File: src/rtl/fpe_regs.svh
// register offsets, field positions, reset values and timing counts of the flash controller
`ifndef FPE_REGS_SVH
`define FPE_REGS_SVH
`define FPE_ADDR_W 12
`define FPE_OFF_OP_STATE 12'h400
`define FPE_OFF_ACCESS_MODE 12'h504
`define FPE_OFF_PAGE_WIPE 12'h508
`define FPE_OFF_LEGACY_WIPE_A 12'h508
`define FPE_OFF_BULK_WIPE 12'h50c
`define FPE_OFF_LEGACY_WIPE_B 12'h510
`define FPE_OFF_USER_CFG_WIPE 12'h514
`define FPE_MODE_READ 2'h0
`define FPE_MODE_PROG 2'h1
`define FPE_MODE_ERASE 2'h2
`define FPE_MODE_RST 2'h0
`define FPE_READY_BIT 0
`define FPE_TRIG_BIT 0
`define FPE_SIZE_WORD 2'h2
`define FPE_RESP_OKAY 2'h0
`define FPE_RESP_DECERR 2'h3
`define FPE_CLK_PS 4000
`define FPE_T_WRITE_PS 40000000
`define FPE_T_PAGE_PS 85000000
`define FPE_T_ALL_PS 170000000
`define FPE_WRITE_CYC ((`FPE_T_WRITE_PS) / (`FPE_CLK_PS))
`define FPE_PAGE_CYC ((`FPE_T_PAGE_PS) / (`FPE_CLK_PS))
`define FPE_ALL_CYC ((`FPE_T_ALL_PS) / (`FPE_CLK_PS))
`endif

File: src/rtl/fpe_pkg.sv
// types shared by the flash program and erase controller
package fpe_pkg;
  typedef enum logic [2:0] {OP_NONE, OP_PROG, OP_PAGE, OP_UCFG, OP_ALL} fpe_op_type;
  typedef enum logic {ST_IDLE, ST_BUSY} fpe_state_type;
  typedef struct packed {
    fpe_op_type op;
    logic [31:0] addr;
    logic [31:0] data;
  } fpe_cmd_type;
endpackage

File: src/rtl/fpe_flash_ctrl.sv
// flash program and erase controller with an axi4-lite register port
// Overview of operation
// - access mode 0 read only, 1 program, 2 erase; resets to read only
// - in program mode each aligned word write made while idle programs that 32-bit word; writes while busy are dropped
// - programming only clears ones to zero; only erase restores ones
// - byte or halfword flash writes are rejected with a hard fault
// - instruction fetches from flash stall while an operation runs
// - status bit reads 0 while busy and 1 when idle
// - page address to page wipe register in erase mode erases that page
// - an erased page reads back all ones
// - erase triggers act only in erase mode
// - user config area is programmed like flash, takes effect after reset
// - writing 1 to user config wipe erases it in erase mode; 0 ignored
// - writing 1 to bulk wipe erases flash and user config; 0 ignored
// - both legacy page wipe registers act as the page wipe register
`timescale 1ns/1ps
`default_nettype none
`include "fpe_regs.svh"
module fpe_flash_ctrl
  import fpe_pkg::*;
#(
  parameter int WRITE_CYC = `FPE_WRITE_CYC,
  parameter int PAGE_CYC = `FPE_PAGE_CYC,
  parameter int ALL_CYC = `FPE_ALL_CYC
)(
  input wire logic clk_sys_in,
  input wire logic srst_in,
  input wire logic s_axi_awvalid_in,
  output logic s_axi_awready_out,
  input wire logic [11:0] s_axi_awaddr_in,
  input wire logic s_axi_wvalid_in,
  output logic s_axi_wready_out,
  input wire logic [31:0] s_axi_wdata_in,
  input wire logic [3:0] s_axi_wstrb_in,
  output logic s_axi_bvalid_out,
  input wire logic s_axi_bready_in,
  output logic [1:0] s_axi_bresp_out,
  input wire logic s_axi_arvalid_in,
  output logic s_axi_arready_out,
  input wire logic [11:0] s_axi_araddr_in,
  output logic s_axi_rvalid_out,
  input wire logic s_axi_rready_in,
  output logic [31:0] s_axi_rdata_out,
  output logic [1:0] s_axi_rresp_out,
  input wire logic fw_valid_in,
  input wire logic [31:0] fw_addr_in,
  input wire logic [31:0] fw_data_in,
  input wire logic [1:0] fw_size_in,
  input wire logic [31:0] fl_cur_word_in,
  output logic fw_fault_out,
  output logic fetch_stall_out,
  output logic fl_start_out,
  output fpe_cmd_type fl_cmd_out
);

  // mapped offsets of the register window
  function automatic logic is_mapped(input logic [11:0] a);
    is_mapped = (a == `FPE_OFF_OP_STATE) || (a == `FPE_OFF_ACCESS_MODE) ||
                (a == `FPE_OFF_PAGE_WIPE) || (a == `FPE_OFF_BULK_WIPE) ||
                (a == `FPE_OFF_LEGACY_WIPE_B) || (a == `FPE_OFF_USER_CFG_WIPE);
  endfunction

  // length of each operation in clock cycles
  function automatic logic [31:0] op_cycles(input fpe_op_type op);
    case (op)
      OP_PROG: op_cycles = 32'(WRITE_CYC);
      OP_PAGE: op_cycles = 32'(PAGE_CYC);
      OP_UCFG: op_cycles = 32'(PAGE_CYC);
      OP_ALL: op_cycles = 32'(ALL_CYC);
      default: op_cycles = 32'h0000_0001;
    endcase
  endfunction

  logic aw_held_q, aw_held_d;
  logic w_held_q, w_held_d;
  logic [11:0] aw_addr_q, aw_addr_d;
  logic [31:0] w_data_q, w_data_d;
  logic awready_q, awready_d;
  logic wready_q, wready_d;
  logic bvalid_q, bvalid_d;
  logic [1:0] bresp_q, bresp_d;
  logic arready_q, arready_d;
  logic rvalid_q, rvalid_d;
  logic [31:0] rdata_q, rdata_d;
  logic [1:0] rresp_q, rresp_d;
  logic [1:0] mode_q, mode_d;
  logic [31:0] page_addr_q, page_addr_d;
  fpe_state_type state_q, state_d;
  logic [31:0] cnt_q, cnt_d;
  fpe_cmd_type cmd_q, cmd_d;
  logic start_q, start_d;
  logic fault_q, fault_d;
  logic wr_go;
  fpe_op_type req_op;
  logic [31:0] req_addr;
  logic [31:0] req_data;

  // a register write commits once address and data are both held
  assign wr_go = aw_held_q && w_held_q && !bvalid_q;

  // axi write channels: address and data taken in either order
  always_comb
  begin
    aw_held_d = aw_held_q;
    w_held_d = w_held_q;
    aw_addr_d = aw_addr_q;
    w_data_d = w_data_q;
    bvalid_d = bvalid_q;
    bresp_d = bresp_q;
    mode_d = mode_q;
    page_addr_d = page_addr_q;
    if (s_axi_awvalid_in && awready_q)
    begin
      aw_held_d = 1'b1;
      aw_addr_d = s_axi_awaddr_in;
    end
    if (s_axi_wvalid_in && wready_q)
    begin
      w_held_d = 1'b1;
      w_data_d = s_axi_wdata_in;
    end
    if (wr_go)
    begin
      aw_held_d = 1'b0;
      w_held_d = 1'b0;
      bvalid_d = 1'b1;
      bresp_d = is_mapped(aw_addr_q) ? `FPE_RESP_OKAY : `FPE_RESP_DECERR;
      if (aw_addr_q == `FPE_OFF_ACCESS_MODE)
        mode_d = w_data_q[1:0];
      if (aw_addr_q == `FPE_OFF_PAGE_WIPE || aw_addr_q == `FPE_OFF_LEGACY_WIPE_B)
        page_addr_d = w_data_q;
    end
    else if (bvalid_q && s_axi_bready_in)
      bvalid_d = 1'b0;
    awready_d = !aw_held_d && !bvalid_d;
    wready_d = !w_held_d && !bvalid_d;
  end

  // axi read channel: one read at a time, answered one cycle after address
  always_comb
  begin
    rvalid_d = rvalid_q;
    rdata_d = rdata_q;
    rresp_d = rresp_q;
    if (s_axi_arvalid_in && arready_q)
    begin
      rvalid_d = 1'b1;
      rresp_d = is_mapped(s_axi_araddr_in) ? `FPE_RESP_OKAY : `FPE_RESP_DECERR;
      rdata_d = 32'h0000_0000;
      if (s_axi_araddr_in == `FPE_OFF_OP_STATE)
        rdata_d[`FPE_READY_BIT] = (state_q == ST_IDLE);
      else if (s_axi_araddr_in == `FPE_OFF_ACCESS_MODE)
        rdata_d[1:0] = mode_q;
      else if (s_axi_araddr_in == `FPE_OFF_PAGE_WIPE ||
               s_axi_araddr_in == `FPE_OFF_LEGACY_WIPE_B)
        rdata_d = page_addr_q;
    end
    else if (rvalid_q && s_axi_rready_in)
      rvalid_d = 1'b0;
    arready_d = !rvalid_d;
  end

  // request decode: register triggers and flash word writes
  always_comb
  begin
    req_op = OP_NONE;
    req_addr = 32'h0000_0000;
    req_data = 32'hffff_ffff;
    if (wr_go && mode_q == `FPE_MODE_ERASE)
    begin
      if (aw_addr_q == `FPE_OFF_PAGE_WIPE || aw_addr_q == `FPE_OFF_LEGACY_WIPE_B)
      begin
        req_op = OP_PAGE;
        req_addr = w_data_q;
      end
      else if (aw_addr_q == `FPE_OFF_BULK_WIPE && w_data_q[`FPE_TRIG_BIT])
        req_op = OP_ALL;
      else if (aw_addr_q == `FPE_OFF_USER_CFG_WIPE && w_data_q[`FPE_TRIG_BIT])
        req_op = OP_UCFG;
    end
    else if (fw_valid_in && mode_q == `FPE_MODE_PROG &&
             fw_size_in == `FPE_SIZE_WORD && fw_addr_in[1:0] == 2'h0)
    begin
      req_op = OP_PROG;
      req_addr = fw_addr_in;
      req_data = fw_data_in & fl_cur_word_in;
    end
  end

  // operation sequencer and fault reporting
  always_comb
  begin
    state_d = state_q;
    cnt_d = cnt_q;
    cmd_d = cmd_q;
    start_d = 1'b0;
    fault_d = fw_valid_in &&
              (fw_size_in != `FPE_SIZE_WORD || fw_addr_in[1:0] != 2'h0);
    case (state_q)
      ST_IDLE:
      begin
        if (req_op != OP_NONE)
        begin
          state_d = ST_BUSY;
          cnt_d = op_cycles(req_op) - 32'h0000_0001;
          cmd_d.op = req_op;
          cmd_d.addr = req_addr;
          cmd_d.data = req_data;
          start_d = 1'b1;
        end
      end
      ST_BUSY:
      begin
        if (cnt_q == 32'h0000_0000)
          state_d = ST_IDLE;
        else
          cnt_d = cnt_q - 32'h0000_0001;
      end
      default: state_d = ST_IDLE;
    endcase
  end

  // state registers
  always_ff @(posedge clk_sys_in)
  begin
    if (srst_in)
    begin
      aw_held_q <= 1'b0;
      w_held_q <= 1'b0;
      aw_addr_q <= 12'h000;
      w_data_q <= 32'h0000_0000;
      awready_q <= 1'b0;
      wready_q <= 1'b0;
      bvalid_q <= 1'b0;
      bresp_q <= 2'h0;
      arready_q <= 1'b0;
      rvalid_q <= 1'b0;
      rdata_q <= 32'h0000_0000;
      rresp_q <= 2'h0;
      mode_q <= `FPE_MODE_RST;
      page_addr_q <= 32'h0000_0000;
      state_q <= ST_IDLE;
      cnt_q <= 32'h0000_0000;
      cmd_q <= '0;
      start_q <= 1'b0;
      fault_q <= 1'b0;
    end
    else
    begin
      aw_held_q <= aw_held_d;
      w_held_q <= w_held_d;
      aw_addr_q <= aw_addr_d;
      w_data_q <= w_data_d;
      awready_q <= awready_d;
      wready_q <= wready_d;
      bvalid_q <= bvalid_d;
      bresp_q <= bresp_d;
      arready_q <= arready_d;
      rvalid_q <= rvalid_d;
      rdata_q <= rdata_d;
      rresp_q <= rresp_d;
      mode_q <= mode_d;
      page_addr_q <= page_addr_d;
      state_q <= state_d;
      cnt_q <= cnt_d;
      cmd_q <= cmd_d;
      start_q <= start_d;
      fault_q <= fault_d;
    end
  end

  // outputs straight from flip-flops
  assign s_axi_awready_out = awready_q;
  assign s_axi_wready_out = wready_q;
  assign s_axi_bvalid_out = bvalid_q;
  assign s_axi_bresp_out = bresp_q;
  assign s_axi_arready_out = arready_q;
  assign s_axi_rvalid_out = rvalid_q;
  assign s_axi_rdata_out = rdata_q;
  assign s_axi_rresp_out = rresp_q;
  assign fw_fault_out = fault_q;
  assign fetch_stall_out = (state_q == ST_BUSY);
  assign fl_start_out = start_q;
  assign fl_cmd_out = cmd_q;

  // checks
  property p_mode_reset;
    @(posedge clk_sys_in) srst_in |=> mode_q == `FPE_MODE_READ;
  endproperty
  a_mode_reset: assert property (p_mode_reset) else $error("mode not read only after reset");

  property p_prog_start;
    @(posedge clk_sys_in) disable iff (srst_in)
      (fw_valid_in && mode_q == `FPE_MODE_PROG && fw_size_in == `FPE_SIZE_WORD &&
       fw_addr_in[1:0] == 2'h0 && !fetch_stall_out && !wr_go)
      |=> fl_start_out && fl_cmd_out.op == OP_PROG && fl_cmd_out.addr == $past(fw_addr_in);
  endproperty
  a_prog_start: assert property (p_prog_start) else $error("word write did not program");

  property p_prog_clears;
    @(posedge clk_sys_in) disable iff (srst_in)
      fl_start_out && fl_cmd_out.op == OP_PROG |-> (fl_cmd_out.data & ~$past(fl_cur_word_in)) == 32'h0;
  endproperty
  a_prog_clears: assert property (p_prog_clears) else $error("program sets a zero bit");

  property p_fault;
    @(posedge clk_sys_in) disable iff (srst_in)
      fw_valid_in && fw_size_in != `FPE_SIZE_WORD
      |=> fw_fault_out && !(fl_start_out && fl_cmd_out.op == OP_PROG);
  endproperty
  a_fault: assert property (p_fault) else $error("narrow write not faulted");

  property p_stall;
    @(posedge clk_sys_in) disable iff (srst_in)
      fl_start_out |-> fetch_stall_out ##1 fetch_stall_out;
  endproperty
  a_stall: assert property (p_stall) else $error("fetch not stalled during operation");

  property p_ready_read;
    @(posedge clk_sys_in) disable iff (srst_in)
      s_axi_arvalid_in && s_axi_arready_out && s_axi_araddr_in == `FPE_OFF_OP_STATE
      |=> s_axi_rvalid_out && s_axi_rdata_out[0] == !$past(fetch_stall_out);
  endproperty
  a_ready_read: assert property (p_ready_read) else $error("status bit wrong");

  property p_erase_mode;
    @(posedge clk_sys_in) disable iff (srst_in)
      fl_start_out && fl_cmd_out.op != OP_PROG |-> $past(mode_q) == `FPE_MODE_ERASE;
  endproperty
  a_erase_mode: assert property (p_erase_mode) else $error("erase outside erase mode");

  property p_page_len;
    @(posedge clk_sys_in) disable iff (srst_in)
      fl_start_out && fl_cmd_out.op == OP_PAGE |-> cnt_q == 32'(PAGE_CYC) - 32'h1 ##1 fetch_stall_out[*4];
  endproperty
  a_page_len: assert property (p_page_len) else $error("page erase shortened");

  property p_busy_ignore;
    @(posedge clk_sys_in) disable iff (srst_in)
      fetch_stall_out && cnt_q != 32'h0 |=> !fl_start_out;
  endproperty
  a_busy_ignore: assert property (p_busy_ignore) else $error("request taken while busy");

endmodule
`default_nettype wire

File: config.mk
export PLATFORM = sky130hd
export DESIGN_NAME = fpe_flash_ctrl
export DESIGN_NICKNAME = d
export VERILOG_FILES = /design/src/rtl/fpe_pkg.sv /design/src/rtl/fpe_flash_ctrl.sv
export VERILOG_INCLUDE_DIRS = /design/src /design/src/rtl
export SDC_FILE = /design/constraint.sdc
export NUM_CORES = 1
export LEC_CHECK = 0
export BUFFER_PORTS_ARGS = -buffer_cell sky130_fd_sc_hd__buf_2
export CAP_MARGIN = 40
export CORE_UTILIZATION = 29
export DETAILED_ROUTE_END_ITERATION = 7
export SLEW_MARGIN = 20
export SYNTH_ARGS = -nofsm -noshare
export SYNTH_HDL_FRONTEND = slang
export SYNTH_SLANG_ARGS = --single-unit
export TNS_END_PERCENT = 5
File: constraint.sdc
create_clock -name clk_sys_in -period 4.65 [get_ports clk_sys_in]
set_clock_uncertainty 0.2 [all_clocks]
set_input_delay 0 -clock clk_sys_in [delete_from_list [all_inputs] [get_ports clk_sys_in]]
set_output_delay 0 -clock clk_sys_in [all_outputs]
set_load 0.005 [all_outputs]
==> PnR_summary.wiki <==
{| class="wikitable"
! Metric !! Value
|-
| Critical path buffer and inverter count || 4
|-
| Cell area power density || 316 mW/mm^2
|-
| Final Non-Filler Cells || 2020
|-
| Total negative setup slack || 0 ns
|-
| Min-delay src || fw_addr_in[16]
|-
| Hold path cells || 4
|-
| Number of clock sinks || 221
|-
| Critical path data required time || 4.87 ns
|-
| H-Tree Depth || 1
|-
| Post-DRT Antenna Nets || 0
|-
| Post-synth cell types || 78
|-
| Max Clock Freq || 0.242 GHz
|-
| Actual transition at the worst max-transition pin || about 0.92 ns
|-
| Die Width || 181 um
|-
| Start-to-end type of the worst setup path || flip-flop to flip-flop
|-
| Class of the tightest hold or removal check || primary input to flip-flop
|-
| Antenna violations before repair || 0
|-
| Vertical extent of the die || ~180 um
|-
| Predominant post-synthesis flop cell || sky130_fd_sc_hd__dfxtp_1
|-
| Area growth from synthesis to layout || 54.4%
|-
| Nets@finish || 1766
|-
| P_leak || just under 0.006 uW
|-
| Routed via count divided by cell count || 5.11
|-
| Total instance count after detailed placement || 1730
|-
| Port-buffer cells || 272
|-
| EDFF count, synth || 0
|-
| Largest cells by area after synthesis || sky130_fd_sc_hd__dfxtp_1, sky130_fd_sc_hd__nand2_1, sky130_fd_sc_hd__a21oi_1
|-
| Destination of the worst hold path || fl_cmd_out[48]$_SDFFE_PP0P_
|-
| Maximum fanout count along the critical path || 58
|-
| Post-DP HPWL || 19.7 mm
|-
| Worst R2R End || fl_cmd_out[29]$_SDFFE_PP0P_
|-
| Data arrival time of the worst path || 4.35 ns
|-
| Post-route fraction of the period consumed by the critical path || 0.887
|-
| Top cell types by occurrence after synthesis || sky130_fd_sc_hd__dfxtp_1, sky130_fd_sc_hd__nand2_1, sky130_fd_sc_hd__nor2_1, sky130_fd_sc_hd__a21oi_1, sky130_fd_sc_hd__nor3_1
|-
| R2R setup slack || 0.52 ns
|-
| Clock tree from TritonCTS || built
|-
| Register area share after synthesis || 0.477
|-
| Cell class contributing the biggest share of worst-path delay || buffers and inverters
|-
| Combined area of all synthesized cells || 0.00928 mm^2
|-
| Placement Rows || 65
|-
| Longest Clk Path Bufs || 3
|-
| 1st-iter DRT viols || 602
|-
| Kind of end point of the critical path || flip-flop
|-
| Drc violations || 0
|-
| Startpoint of the worst register-to-register path || mode_q[1]$_SDFFE_PP0P_
|-
| Via count || 10.3k
|-
| Clock network latency to the later pin of the worst-skew pair || around 0.55 ns
|-
| Top cell type's share of synthesized area || 0.477
|-
| DR WL/cell || 16.8 um
|-
| Peak per-stage delay on the critical path || 0.62 ns
|-
| Via count of the first global-routing pass || 10.3k
|-
| Post-layout utilization of the core || 0.454
|-
| Number of diodes || 0
|-
| GPL Wtd Cong || 0.882
|-
| Area leader, netlist || sky130_fd_sc_hd__dfxtp_1
|-
| Setup violation total in the final timing report || 0
|-
| Overflow left after global routing || 0
|-
| Run status || complete, no violations
|-
| Synth Register Bits || 221
|-
| Reported max-cap violation count || 0
|-
| Max-slew violation total from the final report || 0
|-
| Effective utilization at floorplan || 0.294
|-
| Worst R2R Path Depth || 9
|-
| Detailed Routing Iterations Pass 1 || 7
|-
| Number of nets produced by synthesis || 1297
|-
| Final worst path period need || approximately 4.1 ns
|-
| Cell Chain, Critical Path || or3b_1 -> nor4_2 -> a21boi_4 -> buf_4 -> buf_4 -> a211oi_1 -> dlygate4sd3_1 -> nor3_1 -> dlygate4sd3_1
|-
| Setup repair after global routing missed its margin || false
|-
| Top-level I/O count || 277
|-
| Die outline area || 0.0327 mm^2
|-
| Combined global-route utilization of all metal layers || 0.202
|-
| Cell at the root of the clock tree || sky130_fd_sc_hd__clkbuf_16
|-
| Worst relative slew slack || 0.379
|-
| Async S/R FF share, synth || 0
|-
| Core region area || about 0.032 mm^2
|-
| Layout cells sized above 1 || 0.223
|-
| First-pass GRT wire length || 53.9 mm
|-
| Yosys warns || 0
|-
| Routed wire length || between 30 and 40 mm
|-
| Post-Syn Area per Cell || 8.21 um^2
|-
| Startpoint type of the worst setup path || flip-flop
|-
| Clock buffers created by TritonCTS || 26
|-
| Worst path slowest cell || sky130_fd_sc_hd__nor4_2
|-
| Largest net degree at the start of global routing || 73
|-
| Count of endpoints failing hold in the final timing report || 0
|-
| Post-Synthesis Cells || 1130
|-
| Highest ir drop seen on vdd || 0.252 mV
|-
| Most instantiated library cell after synthesis || sky130_fd_sc_hd__dfxtp_1
|-
| Clock Pin Slew Worst Setup and Hold Paths || 0.06 ns
|}
-- how the worst max path moves through the flow --
stage                               startpoint                          end  slack (ns)  cells after the start
floorplan           fetch_stall_out$_SDFF_PP0_       cnt_q[20]$_SDFFE_PP0P_        0.95                     14
global placement        mode_q[1]$_SDFFE_PP0P_       cnt_q[28]$_SDFFE_PP0P_        0.94                      9
detailed placement      mode_q[1]$_SDFFE_PP0P_       cnt_q[28]$_SDFFE_PP0P_        0.92                      9
CTS                     mode_q[1]$_SDFFE_PP0P_  fl_cmd_out[29]$_SDFFE_PP0P_        0.58                      9
global route            mode_q[1]$_SDFFE_PP0P_  fl_cmd_out[29]$_SDFFE_PP0P_        0.28                      9
finish                  mode_q[1]$_SDFFE_PP0P_  fl_cmd_out[29]$_SDFFE_PP0P_        0.52                      9
-- logic make-up (layout without fill, tap and decap cells) --
kind of cell,after synthesis,after routing,synth area share
mux,7,7,0.00822
buf+inv,100,588,0.0477
compound gates,290,290,0.212
fa+ha+maj,1,1,0.00135
flops,221,221,0.477
simple gates,503,503,0.247
xor+xnor,8,8,0.00755
-- per-layer routing --
| layer | vias to the layer above | global-route usage | part of all wire |
|---|---|---|---|
| li1 | 4988 | - | - |
| met5 | - | 0 | 0 |
| met3 | 79 | 0.0445 | 0.080 |
| met1 | 4848 | 0.244 | 0.41 |
| met2 | 414 | 0.349 | 0.47 |
| met4 | 0 | 0.0762 | 0.035 |
-- power by group --
part           total (uW)  switching [uW]  internal (uW)
logic                 330             143            187
clock network        2260             851           1410
registers            1940            22.9           1920
total                4530            1020           3510
-- registers in the layout (all words and copies together) (netlist names), 2 cells and up --
signal           cells
cnt_q               32
w_data_q            32
fl_cmd_out          67
page_addr_q         32
s_axi_rdata_out     32
aw_addr_q           12
mode_q               2
-- area by class of cell --
class / instances / area [um^2]
clock buffers: 37 / 752
clock inverters: 10 / 208
fillers: 2991 / 17200
inverters: 7 / 28.8
multi-input cells: 809 / 4450
flip-flops and latches: 221 / 4420
well taps: 402 / 503
repair buffers: 534 / 3960
-- worst reg2reg max path: cells and delay by family, from the launching register on --
kind            cells  cell delay, ns
flops               1            0.40
compound gates      2            0.40
buf+inv             4            1.86
simple gates        3            1.14
-- what timing repair did --
item                                   4_1_cts  5_1_grt
gates resized for setup                      0        0
buffers inserted                             0        0
hold buffers                               243        0
endpoints found under the hold margin      182        0
-- stage by stage --
step	power (uW)	hold slack (ns)	cell area (um^2)	setup slack [ns]
finish	4530	0.0941	14300	0.523
global route	4680	0.0856	14300	0.284
CTS	4560	0.0673	14300	0.581
detailed placement	2180	0.0466	10900	0.916
global placement	2170	0.0431	10900	0.938
floorplan	2070	-0.0640	9280	0.953
-- cells in the final DEF (no fill, tap or decap), types with 5 or more instances in the layout --
master,instances
sky130_fd_sc_hd__a31o_1,5
sky130_fd_sc_hd__clkbuf_1,5
sky130_fd_sc_hd__o21ai_0,19
sky130_fd_sc_hd__or3_1,6
sky130_fd_sc_hd__nor4_1,9
sky130_fd_sc_hd__clkbuf_8,6
sky130_fd_sc_hd__inv_1,6
sky130_fd_sc_hd__buf_2,272
sky130_fd_sc_hd__buf_4,16
sky130_fd_sc_hd__a211oi_1,37
sky130_fd_sc_hd__nand2_1,191
sky130_fd_sc_hd__dfxtp_1,221
sky130_fd_sc_hd__nor2_1,131
sky130_fd_sc_hd__and3_1,10
sky130_fd_sc_hd__bufinv_16,5
sky130_fd_sc_hd__nor3_1,81
sky130_fd_sc_hd__a221oi_1,32
sky130_fd_sc_hd__o31ai_1,10
sky130_fd_sc_hd__dlygate4sd3_1,243
sky130_fd_sc_hd__a21oi_1,109
sky130_fd_sc_hd__a22oi_1,31
sky130_fd_sc_hd__nand3_1,15
sky130_fd_sc_hd__or4_1,11
sky130_fd_sc_hd__nand4_1,11
sky130_fd_sc_hd__clkbuf_16,26
Power figures use the tool's default switching activity.
